### src/include/pms_pkg.sv
// Constants and types shared by the PLC mode and load sequencer
package pms_pkg;
    // Clock rate and indicator timing
    localparam int unsigned CLK_KHZ      = 125_000;
    localparam int unsigned SU_BLINK_MS  = 3000;
    localparam int unsigned BLINK_MS     = 250;
    localparam int unsigned SU_BLINK_CYC = CLK_KHZ * SU_BLINK_MS;
    localparam int unsigned BLINK_CYC    = CLK_KHZ * BLINK_MS;
    // Power-on settle must outlast the three flops and their agreement stage, or the card is missed
    localparam logic [2:0]  PON_SETTLE   = 3'h6;
    // Register byte addresses
    localparam logic [7:0] ADR_CTRL = 8'h00;
    localparam logic [7:0] ADR_CFG  = 8'h04;
    localparam logic [7:0] ADR_BP0  = 8'h08;
    localparam logic [7:0] ADR_BP1  = 8'h0c;
    localparam logic [7:0] ADR_BP2  = 8'h10;
    localparam logic [7:0] ADR_STAT = 8'h14;
    localparam logic [7:0] ADR_DIAG = 8'h18;
    // Control register bits
    localparam int CB_RUN    = 0;
    localparam int CB_RESET  = 1;
    localparam int CB_STORE  = 2;
    localparam int CB_STEP   = 3;
    localparam int CB_RESUME = 4;
    // Configuration fields
    localparam int          CF_DPM   = 0;
    localparam int          CF_ADR   = 1;
    localparam int          CF_MEM   = 16;
    localparam logic [31:0] CFG_MASK = 32'hffff_0003;
    localparam logic [31:0] CFG_RST  = 32'h1000_0000;
    // Breakpoint fields
    localparam int          NUM_BP  = 3;
    localparam int          BP_EN   = 31;
    localparam logic [31:0] BP_MASK = 32'h8000_ffff;
    // Status fields
    localparam int ST_MODE  = 0;
    localparam int ST_INH   = 2;
    localparam int ST_RUNL  = 3;
    localparam int ST_STOPL = 4;
    localparam int ST_CARDL = 5;
    localparam int ST_FLT   = 6;
    localparam int ST_INC   = 7;
    localparam int ST_CBUSY = 8;
    localparam int ST_DLOK  = 9;
    localparam int ST_CARD  = 10;
    // Diagnostic buffer and event identifiers
    localparam int         DG_ID        = 0;
    localparam int         DG_CNT       = 8;
    localparam logic [3:0] DIAG_DEPTH   = 4'h8;
    localparam logic [7:0] EV_LOAD_RST  = 8'h01;
    localparam logic [7:0] EV_LOAD_PON  = 8'h02;
    localparam logic [7:0] EV_STORE     = 8'h03;
    localparam logic [7:0] EV_LOAD_FAIL = 8'h04;
    // Synchroniser lanes
    localparam int SY_CARD = 0;
    localparam int SY_DONE = 1;
    localparam int SY_DL   = 2;
    typedef enum logic [1:0] {M_STOP, M_STARTUP, M_RUN, M_HOLD} pms_mode_e;
    typedef enum logic [2:0] {S_STOP, S_CLR_IN, S_SU, S_CLR_OUT, S_RD_IN, S_MAIN, S_WR_OUT, S_HOLD} pms_st_e;
    typedef enum logic [1:0] {C_IDLE, C_LOAD, C_STORE, C_WAIT} pms_cs_e;
endpackage

### src/design/pms_seq.sv
// Operating-mode, card-load and diagnostic sequencer of the controller CPU
//
// Added by the designer: register access over Wishbone and the register offsets.
`timescale 1ns/1ps
`default_nettype none
module pms_seq
    import pms_pkg::*;
#(
    parameter logic [31:0] SU_CYC = 32'(SU_BLINK_CYC),
    parameter logic [31:0] BL_CYC = 32'(BLINK_CYC)
) (
    // Clock, reset and enable
    input  wire logic        mclk,
    input  wire logic        rst_n,
    input  wire logic        ce,
    // Wishbone slave
    input  wire logic        wb_cyc_i,
    input  wire logic        wb_stb_i,
    input  wire logic        wb_we_i,
    input  wire logic [7:0]  wb_adr_i,
    input  wire logic [3:0]  wb_sel_i,
    input  wire logic [31:0] wb_dat_i,
    output logic      [31:0] wb_dat_o,
    output logic             wb_ack_o,
    // Program engine, same clock
    input  wire logic        su_done,
    input  wire logic        cyc_done,
    input  wire logic        err_stop,
    input  wire logic [15:0] exec_pc,
    output logic             run_startup,
    output logic             run_main,
    output logic             clr_in_img,
    output logic             clr_out_img,
    output logic             rd_in_img,
    output logic             wr_out_img,
    output logic             exec_step,
    output logic             timers_run,
    output logic             cycle_watch_en,
    // Memory card, asynchronous pins
    input  wire logic        card_present,
    input  wire logic        card_done,
    input  wire logic [15:0] card_words,
    output logic             card_rd_req,
    output logic             card_pon_sel,
    output logic             card_wr_req,
    // Download channel
    input  wire logic        dl_req,
    output logic             dl_grant,
    // Indicators
    output logic             output_inhibit,
    output logic             run_led,
    output logic             stop_led,
    output logic             card_activity_led,
    output logic             system_fault_led
);

    // All state of the block
    typedef struct packed {
        pms_st_e          st;
        pms_cs_e          cs;
        logic [2:0]       pon;
        logic [2:0]       s1;
        logic [2:0]       s2;
        logic [2:0]       s3;
        logic [2:0]       sy;
        logic             run_sw;
        logic [31:0]      cfg;
        logic [2:0][31:0] bp;
        logic             fault;
        logic             incomplete;
        logic             pon_sel;
        logic [31:0]      su_cnt;
        logic [31:0]      bl_cnt;
        logic             blink;
        logic             ack;
        logic [31:0]      dat;
        logic [7:0][7:0]  dq;
        logic [2:0]       dwp;
        logic [2:0]       drp;
        logic [3:0]       dcnt;
        logic             inh;
        logic             run_l;
        logic             stop_l;
        logic             card_l;
        logic             su;
        logic             main;
        logic             clr_in;
        logic             clr_out;
        logic             rd_in;
        logic             wr_out;
        logic             step;
        logic             tmr;
        logic             rd_req;
        logic             wr_req;
        logic             dl_ok;
    } pms_state_s;

    localparam pms_state_s RST_S = '{st: S_STOP, cs: C_IDLE, pon: PON_SETTLE, cfg: CFG_RST,
                                     inh: 1'b1, stop_l: 1'b1, default: '0};

    pms_state_s  q;
    pms_state_s  n;
    logic        bp_hit;
    logic [1:0]  bp_num;

    // Byte-lane merge for the writable registers, reserved bits forced low
    function automatic logic [31:0] wmerge(input logic [31:0] o, input logic [31:0] w,
                                           input logic [3:0] s, input logic [31:0] m);
        logic [31:0] r;
        r = o;
        for (int b = 0; b < 4; b++) begin
            if (s[b]) begin
                r[b*8 +: 8] = w[b*8 +: 8];
            end
        end
        return r & m;
    endfunction

    // Operating mode seen by software for each sequencer state
    function automatic pms_mode_e mode_of(input pms_st_e s);
        case (s)
            S_STOP: begin
                mode_of = M_STOP;
            end
            S_CLR_IN, S_SU: begin
                mode_of = M_STARTUP;
            end
            S_HOLD: begin
                mode_of = M_HOLD;
            end
            default: begin
                mode_of = M_RUN;
            end
        endcase
    endfunction

    // Next-state logic
    always_comb begin
        logic        req;
        logic        wr;
        logic        rd;
        logic        ovr;
        logic        store;
        logic        step;
        logic        resume;
        logic        push;
        logic        pop;
        logic        run_st;
        logic [7:0]  ev;
        logic [31:0] stat;
        n = q;
        req = wb_cyc_i && wb_stb_i && !q.ack;
        wr = req && wb_we_i;
        rd = req && !wb_we_i;
        ovr = 1'b0;
        store = 1'b0;
        step = 1'b0;
        resume = 1'b0;
        push = 1'b0;
        pop = 1'b0;
        ev = 8'h00;
        stat = 32'h0;
        run_st = 1'b0;

        // Three-stage pin synchronisers; a level counts once stages two and three agree
        n.s1 = {dl_req, card_done, card_present};
        n.s2 = q.s1;
        n.s3 = q.s2;
        for (int i = 0; i < 3; i++) begin
            if (q.s2[i] == q.s3[i]) begin
                n.sy[i] = q.s3[i];
            end
        end

        // Breakpoint compare against the engine's program counter
        bp_hit = 1'b0;
        bp_num = 2'h0;
        for (int i = 0; i < NUM_BP; i++) begin
            if (q.bp[i][BP_EN]) begin
                bp_num = bp_num + 2'h1;
            end
            if (q.bp[i][BP_EN] && q.bp[i][15:0] == exec_pc) begin
                bp_hit = 1'b1;
            end
        end

        // Status word, snapshot of the block's own state
        stat[ST_MODE +: 2] = mode_of(q.st);
        stat[ST_INH] = q.inh;
        stat[ST_RUNL] = q.run_l;
        stat[ST_STOPL] = q.stop_l;
        stat[ST_CARDL] = q.card_l;
        stat[ST_FLT] = q.fault;
        stat[ST_INC] = q.incomplete;
        stat[ST_CBUSY] = q.cs != C_IDLE;
        stat[ST_DLOK] = q.dl_ok;
        stat[ST_CARD] = q.sy[SY_CARD];

        // Wishbone slave: one wait state, every address answered
        n.ack = req;
        if (wr) begin
            case (wb_adr_i)
                ADR_CTRL: begin
                    if (wb_sel_i[0]) begin
                        n.run_sw = wb_dat_i[CB_RUN];
                        ovr = wb_dat_i[CB_RESET];
                        store = wb_dat_i[CB_STORE];
                        step = wb_dat_i[CB_STEP];
                        resume = wb_dat_i[CB_RESUME];
                    end
                end
                ADR_CFG: begin
                    n.cfg = wmerge(q.cfg, wb_dat_i, wb_sel_i, CFG_MASK);
                end
                ADR_BP0: begin
                    n.bp[0] = wmerge(q.bp[0], wb_dat_i, wb_sel_i, BP_MASK);
                end
                ADR_BP1: begin
                    n.bp[1] = wmerge(q.bp[1], wb_dat_i, wb_sel_i, BP_MASK);
                end
                ADR_BP2: begin
                    n.bp[2] = wmerge(q.bp[2], wb_dat_i, wb_sel_i, BP_MASK);
                end
                default: begin
                    n.ack = req; // Status and log are read-only: writes acked, dropped
                end
            endcase
        end
        if (rd) begin
            n.dat = 32'h0;
            case (wb_adr_i)
                ADR_CTRL: begin
                    n.dat[CB_RUN] = q.run_sw;
                end
                ADR_CFG: begin
                    n.dat = q.cfg;
                end
                ADR_BP0: begin
                    n.dat = q.bp[0];
                end
                ADR_BP1: begin
                    n.dat = q.bp[1];
                end
                ADR_BP2: begin
                    n.dat = q.bp[2];
                end
                ADR_STAT: begin
                    n.dat = stat;
                end
                ADR_DIAG: begin
                    n.dat[DG_ID +: 8] = q.dq[q.drp];
                    n.dat[DG_CNT +: 4] = q.dcnt;
                    pop = q.dcnt != 4'h0;
                end
                default: begin
                    n.dat = 32'h0;
                end
            endcase
        end

        // Mode sequencer; leaving run never clears images, values are kept
        case (q.st)
            S_STOP: begin
                if (q.run_sw && q.cs == C_IDLE && q.pon == 3'h0 && !q.incomplete) begin
                    n.st = S_CLR_IN;
                end
            end
            S_CLR_IN: begin
                n.st = S_SU;
                n.su_cnt = SU_CYC;
            end
            S_SU: begin
                if (su_done) begin
                    n.st = S_CLR_OUT;
                end
            end
            S_CLR_OUT: begin
                n.st = S_RD_IN;
            end
            S_RD_IN: begin
                n.st = S_MAIN;
            end
            S_MAIN: begin
                if (bp_hit) begin
                    n.st = S_HOLD;
                end else if (cyc_done) begin
                    n.st = S_WR_OUT;
                end
            end
            S_WR_OUT: begin
                n.st = S_RD_IN;
            end
            S_HOLD: begin
                if (resume) begin
                    n.st = S_MAIN;
                end
            end
            default: begin
                n.st = S_STOP;
            end
        endcase
        // Switch to stop wins over every transition, an engine error over all but the start from stop
        if (q.st != S_STOP && (!q.run_sw || err_stop)) begin
            n.st = S_STOP;
        end
        // Single step is refused with more than two breakpoints armed
        n.step = step && q.st == S_HOLD && bp_num <= 2'h2;

        // Start-up blink minimum keeps running into run or stop
        if (q.st != S_CLR_IN && q.su_cnt != 32'h0) begin
            n.su_cnt = q.su_cnt - 32'h1;
        end
        // Single blink enable shared by the run and card activity indicators
        if (q.bl_cnt == 32'h0) begin
            n.bl_cnt = BL_CYC - 32'h1;
            n.blink = !q.blink;
        end else begin
            n.bl_cnt = q.bl_cnt - 32'h1;
        end

        // Card sequencer; power-on load waits for the synchronisers to settle
        if (q.pon > 3'h1) begin
            n.pon = 3'(q.pon - 3'h1);
        end
        case (q.cs)
            C_IDLE: begin
                if (q.pon == 3'h1) begin
                    n.pon = 3'h0;
                    if (q.sy[SY_CARD]) begin
                        n.cs = C_LOAD;
                        n.pon_sel = 1'b1;
                    end
                end else if (ovr && q.st == S_STOP) begin
                    n.fault = 1'b0;
                    n.incomplete = 1'b0;
                    if (q.sy[SY_CARD]) begin
                        n.cs = C_LOAD;
                        n.pon_sel = 1'b0;
                    end
                end else if (store && q.sy[SY_CARD]) begin
                    n.cs = C_STORE;
                    n.pon_sel = 1'b0;
                end
            end
            C_LOAD: begin
                if (q.sy[SY_DONE]) begin
                    n.cs = C_WAIT;
                    push = 1'b1;
                    if (card_words > q.cfg[CF_MEM +: 16]) begin
                        n.fault = 1'b1;
                        n.incomplete = 1'b1;
                        ev = EV_LOAD_FAIL;
                    end else begin
                        ev = q.pon_sel ? EV_LOAD_PON : EV_LOAD_RST;
                    end
                end
            end
            C_STORE: begin
                if (q.sy[SY_DONE]) begin
                    n.cs = C_WAIT;
                    push = 1'b1;
                    ev = EV_STORE;
                end
            end
            C_WAIT: begin
                if (!q.sy[SY_DONE]) begin
                    n.cs = C_IDLE;
                end
            end
            default: begin
                n.cs = C_IDLE;
            end
        endcase

        // Diagnostic log; a full log drops the newest entry
        if (push && q.dcnt != DIAG_DEPTH) begin
            n.dq[q.dwp] = ev;
            n.dwp = q.dwp + 3'h1;
        end else begin
            push = 1'b0;
        end
        if (pop) begin
            n.drp = q.drp + 3'h1;
        end
        n.dcnt = 4'(q.dcnt + {3'h0, push} - {3'h0, pop});

        // Registered outputs follow the next state so they change with it
        run_st = n.st inside {S_CLR_OUT, S_RD_IN, S_MAIN, S_WR_OUT};
        n.inh = !run_st;
        n.su = n.st == S_SU;
        n.main = n.st == S_MAIN;
        n.clr_in = n.st == S_CLR_IN;
        n.clr_out = n.st == S_CLR_OUT;
        n.rd_in = n.st == S_RD_IN;
        n.wr_out = n.st == S_WR_OUT;
        n.tmr = run_st;
        n.stop_l = n.st == S_STOP || n.st == S_HOLD;
        if (n.st inside {S_CLR_IN, S_SU, S_HOLD} || n.su_cnt != 32'h0) begin
            n.run_l = n.blink;
        end else begin
            n.run_l = run_st;
        end
        n.card_l = (n.cs == C_LOAD || n.cs == C_STORE) && n.blink;
        n.rd_req = n.cs == C_LOAD;
        n.wr_req = n.cs == C_STORE;
        n.dl_ok = n.sy[SY_DL] && n.cfg[CF_DPM] && n.cfg[CF_ADR];
    end

    // State register; the enable freezes everything
    always_ff @(posedge mclk or negedge rst_n) begin
        if (!rst_n) begin
            q <= RST_S;
        end else if (ce) begin
            q <= n;
        end
    end

    // Outputs straight from the state register
    assign wb_dat_o = q.dat;
    assign wb_ack_o = q.ack;
    assign run_startup = q.su;
    assign run_main = q.main;
    assign clr_in_img = q.clr_in;
    assign clr_out_img = q.clr_out;
    assign rd_in_img = q.rd_in;
    assign wr_out_img = q.wr_out;
    assign exec_step = q.step;
    assign timers_run = q.tmr;
    assign cycle_watch_en = q.tmr; // Start-up is never supervised
    assign card_rd_req = q.rd_req;
    assign card_pon_sel = q.pon_sel;
    assign card_wr_req = q.wr_req;
    assign dl_grant = q.dl_ok;
    assign output_inhibit = q.inh;
    assign run_led = q.run_l;
    assign stop_led = q.stop_l;
    assign card_activity_led = q.card_l;
    assign system_fault_led = q.fault;
endmodule
`default_nettype wire

### config.mk
export PLATFORM = sky130hd
export DESIGN_NAME = pms_seq
export DESIGN_NICKNAME = d
export VERILOG_FILES = /design/src/include/pms_pkg.sv /design/src/design/pms_seq.sv
export SDC_FILE = /design/constraint.sdc
export NUM_CORES = 1
export LEC_CHECK = 0
export BUFFER_PORTS_ARGS = -buffer_cell sky130_fd_sc_hd__buf_2
export CAP_MARGIN = 15
export CORE_MARGIN = 2
export CORE_UTILIZATION = 64
export CTS_CLUSTER_SIZE = 25
export DETAILED_ROUTE_END_ITERATION = 8
export PLACE_DENSITY = 0.86
export SYNTH_ARGS = -nofsm -noshare
export SYNTH_HDL_FRONTEND = slang
export SYNTH_SLANG_ARGS = --single-unit
### constraint.sdc
create_clock -name mclk -period 6.6 [get_ports mclk]
set_input_delay 1.65 -clock mclk [delete_from_list [all_inputs] [get_ports mclk]]
set_output_delay 1.65 -clock mclk [all_outputs]
set_load 0.1 [all_outputs]
==> flow_summary.ini, run 1 <==
[status]
status = finished clean

[logic_synthesis]
netlist.area_leader.share = 0.4417
synth_cell_type_count = 79
synth_area_sq_um = 13260
async_reset_ff_frac = 1.000
synth.area.top_cells = dfrtp_1 (44%), mux2_2 (6.1%), nand2_1 (5.5%), xnor2_1 (4.7%), ha_1 (3.6%)
ys_ff_latch = 239
synth_edf_count = 0
syn_avg_cell_area_sq_um = 9.642
ys_seq_area_frac = 0.4516
syn_nets = 1502
yosys_warnings = 0
yosys.area.top_type = dfrtp_1
syn-instance-count = 1375
synth_commonest_cells = dfrtp_1 (234), nand2_1 (193), o21ai_0 (95)
post-synth-top-count-cell = dfrtp_1
synth_top_flop_cell = dfrtp_1

[detailed_routing]
wl_per_cell_um = 19.82
drtIter0Drc = 943
drt_pass1_iterations = 6
route.detailed.drc = 0
routed_via_density = 6.309
ant_nets = 0
wirelength_mm = 34.63
vias = 11020

[cells_and_area]
nNetsFinal = 1583
area_growth_pct = 11.21
layout-drive-gt1-share = 0.2033
fin_area_sq_um = 14740
final_cell_count_no_fill = 1747

[timing]
hold_viol_final = 0
final.setup.tns_ps = 0
drv_slew = 0
rsz0062_at_grt = false
max_slew_margin = 0.2525
setup_viol = 0
hold_slack_ps = 462.5
final.period_utilization = 0.6646
min_period_ps = 4386
fmax_ghz = 0.2280
tightest_slew_ps = 1121
fin_worst_skew_ps = 19.59

[worst_hold_path]
worstHoldPathCells = 2
hp-class = flip-flop to flip-flop
min-delay-start = wb_dat_o[21]
min_to = wb_dat_o[21]

[clocking]
holdBufCountCts = 0
clkSinkCount = 239
cts.path.max_buffers = 3
clk-insertion-delay-late_ps = 540
cts_buffers = 26
path_clk_slew_ps = 60
post_cts_buffers = 0
htreeDepth = 1
cts_tree = built
root_buffer = clkbuf_16
cts_resized = 0

[global_route]
grt_antenna_before_repair = 0
grt.total_usage = 0.3187
grt_pass1_vias = 11030
gr-total-overflow = 0
grt_max_degree = 172
grt_first_pass_wirelength_mm = 55.99

[critical_path]
crit_slowest_cell = nor4_1
reg2regPathDepth = 9
path_cells = buf_2 -> or4_1 -> nor2_1 -> nand3b_1 -> nor4_1 -> ha_1 -> inv_1 -> ha_1 -> inv_1 -> fa_1 -> xnor2_1 -> nand2_1 -> o21ai_0
r2r_start = q[158]
critPathKind = input pin to flip-flop
rrSetupSlack_ps = 2840
cp_top_family = simple AND/OR/NAND/NOR gates
crit_arrival_ps = 4780
slowest_delay_ps = 570
cp-end-kind = flip-flop
crit_fanout = 9
startpoint_type = input pin
worstSetupPathDepth = 13
r2r_end = run_led
path_buf_inv = 3
required_ps = 7000

[power]
total_power_mw = 4.383
peakVddDrop_v = 0.0002267
p_leak_nw = 7.001
p_per_area_nw_per_um2 = 297.3

[placement]
numPortBuffers = 138
hpwlAfterDp_mm = 24.21
placed_cells = 1698
finalWeightedCongestion = 0.9841
postPlaceCellArea_sq_um = 13850

[die]
num_rows = 52
ios = 139
die_area_sq_um = 21880
core_area_sq_um = 20300
die_w_um = 147.9
floorplan.initialDensity = 0.6531
die_y_um = 147.9

[run]
cap_violations = 0
==> registers in the layout, summed over array words and instances (netlist names) <==
name               flops
q                    183
wb_dat_o              32
n                      6
card_activity_led      1
card_pon_sel           1
card_rd_req            1
card_wr_req            1
clr_in_img             1
clr_out_img            1
cycle_watch_en         1
dl_grant               1
exec_step              1
output_inhibit         1
rd_in_img              1
run_led                1
run_main               1
run_startup            1
stop_led               1
system_fault_led       1
wb_ack_o               1
wr_out_img             1
==> per-layer routing <==
layer	global-route usage	vias up	part of all wire
met5	0	-	0
met3	0.05741	107	0.090
li1	-	5014	-
met4	0.1362	0	0.044
met2	0.5265	560	0.47
met1	0.4174	5340	0.40
==> how the worst max path moves through the flow <==
stage / from / end / slack, ps
2_1_floorplan: wb_adr_i[0] / q[17] / 2280
3_3_place_gp: wb_adr_i[0] / q[17] / 1890
3_5_place_dp: wb_adr_i[0] / q[17] / 1750
4_1_cts: wb_adr_i[0] / q[17] / 2290
5_1_grt: wb_adr_i[0] / q[17] / 1870
6_report: wb_adr_i[0] / q[17] / 2210
==> worst reg2reg max path, delay by kind of cell (launching register included) <==
family / cells / cell delay (ps)
flip-flops: 1 / 430
XOR/XNOR: 1 / 170
AND/OR/NAND/NOR: 5 / 2210
AO/OA/AOI/OAI: 3 / 840
==> layout by cell type (no fill, tap or decap), types with 9 or more instances in the layout <==
cell       count
xnor2_1       71
nor4_1        29
nor3_1        36
nand2b_1       9
o21ai_0       95
a22oi_1       10
buf_2        136
a222oi_1      11
o31ai_1       23
mux2i_1       14
nand3_1       43
buf_4         11
a21o_1        12
a21oi_1       39
clkbuf_16     26
nand4_1       21
nand2_1      193
nor2b_1        9
nor2_1        88
dfrtp_1      234
inv_1         59
ha_1          38
a22o_1        14
mux2_2        72
or3_1         12
xor2_1        20
==> per-stage QoR <==
stage / util / worst slack (ps)
4_1_cts: 0.7262 / 2294
5_1_grt: 0.7262 / 1867
3_3_place_gp: 0.6824 / 1885
2_1_floorplan: - / 2284
3_5_place_dp: 0.6824 / 1750
6_report: 0.7263 / 2214
==> final cells by class <==
cell class	instances	area, sq um
multi-input cells	981	6507
flip-flops and latches	239	5987
fillers	1472	5555
repair buffers	149	798.3
clock buffers	38	775.7
well taps	270	337.8
inverters	59	221.5
clock inverters	10	113.9
diodes	1	2.502
==> power breakdown <==
part	internal, mW	total, mW	switching [mW]
sequential	1.67	1.92	0.246
clock	0.892	1.49	0.596
combinational	0.386	0.978	0.592
==> cell families after synthesis <==
group | Yosys count | synth area share
buffers and inverters | 155 | 0.05908
adder cells (fa/ha/maj) | 39 | 0.03737
flip-flops | 239 | 0.4516
AND/OR/NAND/NOR | 494 | 0.1774
XOR/XNOR | 91 | 0.06012
multiplexers | 92 | 0.08192
AO/OA/AOI/OAI | 265 | 0.1325
(Power assumes the default switching activity.)
==> run 2: changes to the inputs <==
--- a/config.mk
+++ b/config.mk
@@ -8,10 +8,10 @@
 export BUFFER_PORTS_ARGS = -buffer_cell sky130_fd_sc_hd__buf_2
 export CAP_MARGIN = 15
 export CORE_MARGIN = 2
-export CORE_UTILIZATION = 64
+export CORE_UTILIZATION = 60
 export CTS_CLUSTER_SIZE = 25
 export DETAILED_ROUTE_END_ITERATION = 8
-export PLACE_DENSITY = 0.86
+export PLACE_DENSITY = 0.81
 export SYNTH_ARGS = -nofsm -noshare
 export SYNTH_HDL_FRONTEND = slang
 export SYNTH_SLANG_ARGS = --single-unit
==> constraint.sdc (replaced) <==
create_clock -name mclk -period 4.1 [get_ports mclk]
set_input_delay 1.025 -clock mclk [delete_from_list [all_inputs] [get_ports mclk]]
set_output_delay 1.025 -clock mclk [all_outputs]
set_load 0.1 [all_outputs]
==> run 2 against run 1 <==
Net effect:
- cell count increased by 1.7%
- global-route usage decreased by 2.5 points
- critical path type is now flip-flop to flip-flop
- clock power increased by 60%
- core utilization decreased by 4.1 points
- sequential cell count unchanged
- clock-buffer cell count increased by 2
- combinational power increased by 63%
- first-iteration DRC count decreased by 6.7%
- non-clock buffer count increased by 20
- via count decreased by 1.3%
- total power increased by 61%
==> flow_summary.ini, run 2 (synthesis gave the netlist of run 1 again) <==
[timing]
fmax_ghz = 0.2740
setup_viol = 0
hold_slack_ps = 459.7
final.period_utilization = 0.8903
hold_viol_final = 0
rsz0062_at_grt = false
fin_worst_skew_ps = 22.25
min_period_ps = 3650
final.setup.tns_ps = 0
drv_slew = 0
max_slew_margin = 0.3163
tightest_slew_ps = 1025

[cells_and_area]
layout_common_cells = dfrtp_1 (234), nand2_1 (193), buf_2 (136)
top_register = q
fin_area_sq_um = 14900
layout-drive-gt1-share = 0.2112
largest_reg_flops = 183
seq_area_sq_um = 5987
final_common_cell = dfrtp_1
fillers = 1697
area_growth_pct = 12.38
nNetsFinal = 1603
multi_input_area_sq_um = 6507

[global_route]
grt_antenna_before_repair = 0
grt.total_usage = 0.2937
grt_pass1_vias = 10640
grt_first_pass_wirelength_mm = 56.12
grt_max_degree = 98
gr-total-overflow = 0

[worst_hold_path]
min-delay-start = wb_dat_o[24]
hp-class = flip-flop to flip-flop

[detailed_routing]
route.detailed.drc = 0
vias = 10880
wl_per_cell_um = 19.45
wirelength_mm = 34.56
routed_via_density = 6.123
drtIter0Drc = 880
ant_nets = 0
drt_pass1_iterations = 5

[critical_path]
critPathKind = flip-flop to flip-flop
rrSetupSlack_ps = 450
crit_fanout = 8
cp-end-kind = flip-flop
startpoint_type = flip-flop
crit_arrival_ps = 4070
startpoint = q[178]
r2r_start = q[178]
required_ps = 4520

[die]
die_w_um = 152.6
ios = 139
core_area_sq_um = 21760
floorplan.initialDensity = 0.6094
die_area_sq_um = 23300
num_rows = 54
die_y_um = 152.6

[power]
p_int_mw = 4.730
p_per_area_nw_per_um2 = 473.1
clkPwrFrac = 0.337
p_leak_nw = 7.080
combPwrFrac = 0.226
switching_share = 0.3290
seqPwrFrac = 0.437
peakVddDrop_v = 0.0004469
p_sw_mw = 2.319

[placement]
hpwlAfterDp_mm = 25.20
numPortBuffers = 138
finalWeightedCongestion = 1.009
postPlaceCellArea_sq_um = 14030

[clocking]
path_clk_slew_ps = 60
htreeDepth = 1
root_buffer = clkbuf_16
post_cts_buffers = 0
cts_buffers = 26
cts.path.max_buffers = 3
clk-insertion-delay-late_ps = 550
clkSinkCount = 239
cts_resized = 0
cts_tree = built
holdBufCountCts = 0

[run]
cap_violations = 0

[status]
status = finished clean
==> run 2: area by class of cell <==
type	instances	area share
Clock buffer	40	0.05123
Antenna cell	1	0.0001680
Timing Repair Buffer	169	0.06449
Inverter	59	0.01486
Sequential cell	239	0.4018
Multi-Input combinational cell	981	0.4368
Tap cell	280	0.02351
Clock inverter	8	0.007138
==> run 2: final timing paths <==
| kind | endpoint | depth (start not counted) |
|---|---|---|
| max | run_led | 9 |
| min | wb_dat_o[24] | 2 |
| max reg2reg | run_led | 9 |
| min reg2reg | wb_dat_o[24] | 2 |
| max in group asynchronous | q[333] | 2 |
| min in group asynchronous | wb_dat_o[27] | 1 |
==> run 2: critical path, cell delays in order, from the launching register on <==
cell	delay, ps
dfrtp_1	460
or4_1	650
or4b_1	670
o21ai_2	320
xor2_1	190
o2111ai_1	130
nor4_1	310
nand4_1	220
o311a_1	330
a211o_1	260
==> run 2: through the flow <==
stage / total power [mW] / utilization / cells / setup WS (ps)
after detailed placement: 4.683 / 0.6448 / 1728 / 385.9
after global placement: 4.603 / 0.6448 / 1728 / 474.7
final: 7.049 / 0.6848 / 1777 / 449.8
after floorplan: 4.180 / - / 1375 / 409.1
after global routing: 7.415 / 0.6847 / 1776 / 232.0
after CTS: 7.065 / 0.6847 / 1776 / 494.1
==> run 2: power groups by stage <==
stage | logic [mW] | registers [mW] | clock network [mW]
final | 1.59 | 3.08 | 2.38
after global routing | 1.78 | 3.13 | 2.50
after CTS | 1.59 | 3.07 | 2.41
after detailed placement | 1.58 | 3.10 | 0
after global placement | 1.52 | 3.08 | 0
after floorplan | 1.13 | 3.05 | 0
==> run 2: routing by layer <==
| metal | part of all wire | global-route usage |
|---|---|---|
| met4 | 0.046 | 0.1208 |
| met3 | 0.073 | 0.04807 |
| met2 | 0.46 | 0.4674 |
| met5 | 0 | 0 |
| met1 | 0.42 | 0.4044 |
==> run 3: changes to the inputs <==
==> constraint.sdc (replaced) <==
create_clock -name mclk -period 3.9 [get_ports mclk]
set_input_delay 0.975 -clock mclk [delete_from_list [all_inputs] [get_ports mclk]]
set_output_delay 0.975 -clock mclk [all_outputs]
set_load 0.1 [all_outputs]
==> run 3 against run 2 <==
Net effect:
- sequential cell count unchanged
- design area about the same
- total power increased by 5.3%
- sequential power increased by 5%
- fmax increased by 0.77%
- clock power increased by 7%
- core utilization about the same
- die area unchanged
- sequential share of layout area about the same
- critical path depth unchanged
- critical endpoint unchanged
- largest power group unchanged
==> flow_summary.ini, run 3 (synthesis gave the netlist of run 1 again) <==
[power]
p_leak_nw = 7.082
peakVddDrop_v = 0.0004133
p_per_area_nw_per_um2 = 498.1

[run]
cap_violations = 0

[clocking]
post_cts_buffers = 0
path_clk_slew_ps = 60
holdBufCountCts = 0
htreeDepth = 1
clkSinkCount = 239
clk-insertion-delay-late_ps = 540
cts_buffers = 26
cts.path.max_buffers = 3
cts_tree = built
root_buffer = clkbuf_16
cts_resized = 0

[timing]
tightest_slew_ps = 1042
max_slew_margin = 0.3054
final.setup.tns_ps = 0
setup_ws_ps = 277.7
fmax_ghz = 0.2761
drv_slew = 0
rsz0062_at_grt = false
min_period_ps = 3622
final.period_utilization = 0.9288
hold_viol_final = 0
setup_viol = 0
fin_worst_skew_ps = 27.01

[cells_and_area]
final_common_cell = dfrtp_1
largest_reg_flops = 183
area_growth_pct = 12.45
fillers = 1662
nNetsFinal = 1598
seq_area_sq_um = 5987
top_register = q
multi_input_area_sq_um = 6507
layout_common_cells = dfrtp_1 (234), nand2_1 (193), buf_2 (136)
layout-drive-gt1-share = 0.2102

[detailed_routing]
routed_via_density = 6.211
drtIter0Drc = 1054
wirelength_mm = 34.69
vias = 10990
ant_nets = 0
route.detailed.drc = 0
drt_pass1_iterations = 5
wl_per_cell_um = 19.60

[placement]
place_ws_ps = 48.21
numPortBuffers = 138
hpwlAfterDp_mm = 24.84
finalWeightedCongestion = 0.9805

[critical_path]
critPathKind = flip-flop to flip-flop
required_ps = 4300
slowest_delay_ps = 670
crit_slowest_cell = or4_1
cp-end-kind = flip-flop
startpoint_type = flip-flop
crit_fanout = 10
crit_arrival_ps = 4030
path_cells = or4_1 -> or4b_1 -> o21ai_2 -> xor2_1 -> o2111ai_1 -> nor4_1 -> nand4_1 -> o311a_1 -> a211o_1
cp_top_family = simple AND/OR/NAND/NOR gates
path_buf_inv = 0

[die]
floorplan.initialDensity = 0.6094
ios = 139
num_rows = 54
die_y_um = 152.6
core_area_sq_um = 21760
die_area_sq_um = 23300
die_w_um = 152.6

[global_route]
grt_max_degree = 80
grt.total_usage = 0.2943
gr-total-overflow = 0
grt_antenna_before_repair = 0
grt_pass1_vias = 10890
grt_first_pass_wirelength_mm = 56.57

[worst_hold_path]
hp-class = input pin to async pin

[status]
status = finished clean
[run 3: cell count changes in the layout (fill, tap and decap cells not counted), sizes merged]
cell / before / now
clkinvlp: 2 / 1
bufinv: 2 / 3
clkbuf: 40 / 36
clkinv: 4 / 6
buf: 169 / 164
[run 3: metal layers]
layer	vias up	global-route usage	wire [um]
met1	5318	0.4011	14250
met4	0	0.1182	1461
met2	521	0.4743	16090
li1	5047	-	-
met3	107	0.04807	2895
met5	-	0	0
[run 3: metrics by stage]
step | std cells | power, mW | hold WS, ps | cell area [sq um] | util
final | 1770 | 7.425 | 407.3 | 14910 | 0.6852
after global placement | 1723 | 4.827 | 445.7 | 14010 | 0.6442
after global routing | 1769 | 7.826 | 469.9 | 14910 | 0.6851
after CTS | 1769 | 7.449 | 438.0 | 14910 | 0.6851
after detailed placement | 1723 | 4.903 | 451.3 | 14010 | 0.6442
after floorplan | 1375 | 4.395 | 440.0 | 13260 | -
[run 3: worst paths after layout]
path | from | endpoint | slack [ps] | cells past startpoint
worst max-delay path | q[177] | run_led | 280 | 9
max in group asynchronous | rst_n | output_inhibit | 2610 | 2
worst min register to register | wb_dat_o[24] | wb_dat_o[24] | 460 | 2
worst max register to register | q[177] | run_led | 280 | 9
worst min-delay path | rst_n | wb_dat_o[27] | 410 | 1
min in group mclk | wb_dat_o[24] | wb_dat_o[24] | 460 | 2
[run 3: report_power, final]
| part | leakage, nW | switching [mW] | internal (mW) |
|---|---|---|---|
| clock network | 0.437 | 1.00 | 1.54 |
| logic | 3.55 | 0.991 | 0.660 |
| registers | 3.09 | 0.409 | 2.83 |
[run 3: cell type report]
type                            count  area share
Antenna cell                        1   0.0001679
Multi-Input combinational cell    981      0.4365
Clock buffer                       36     0.05019
Clock inverter                     10    0.009568
Inverter                           59     0.01486
Tap cell                          280     0.02350
Timing Repair Buffer              164     0.06362
Sequential cell                   239      0.4016
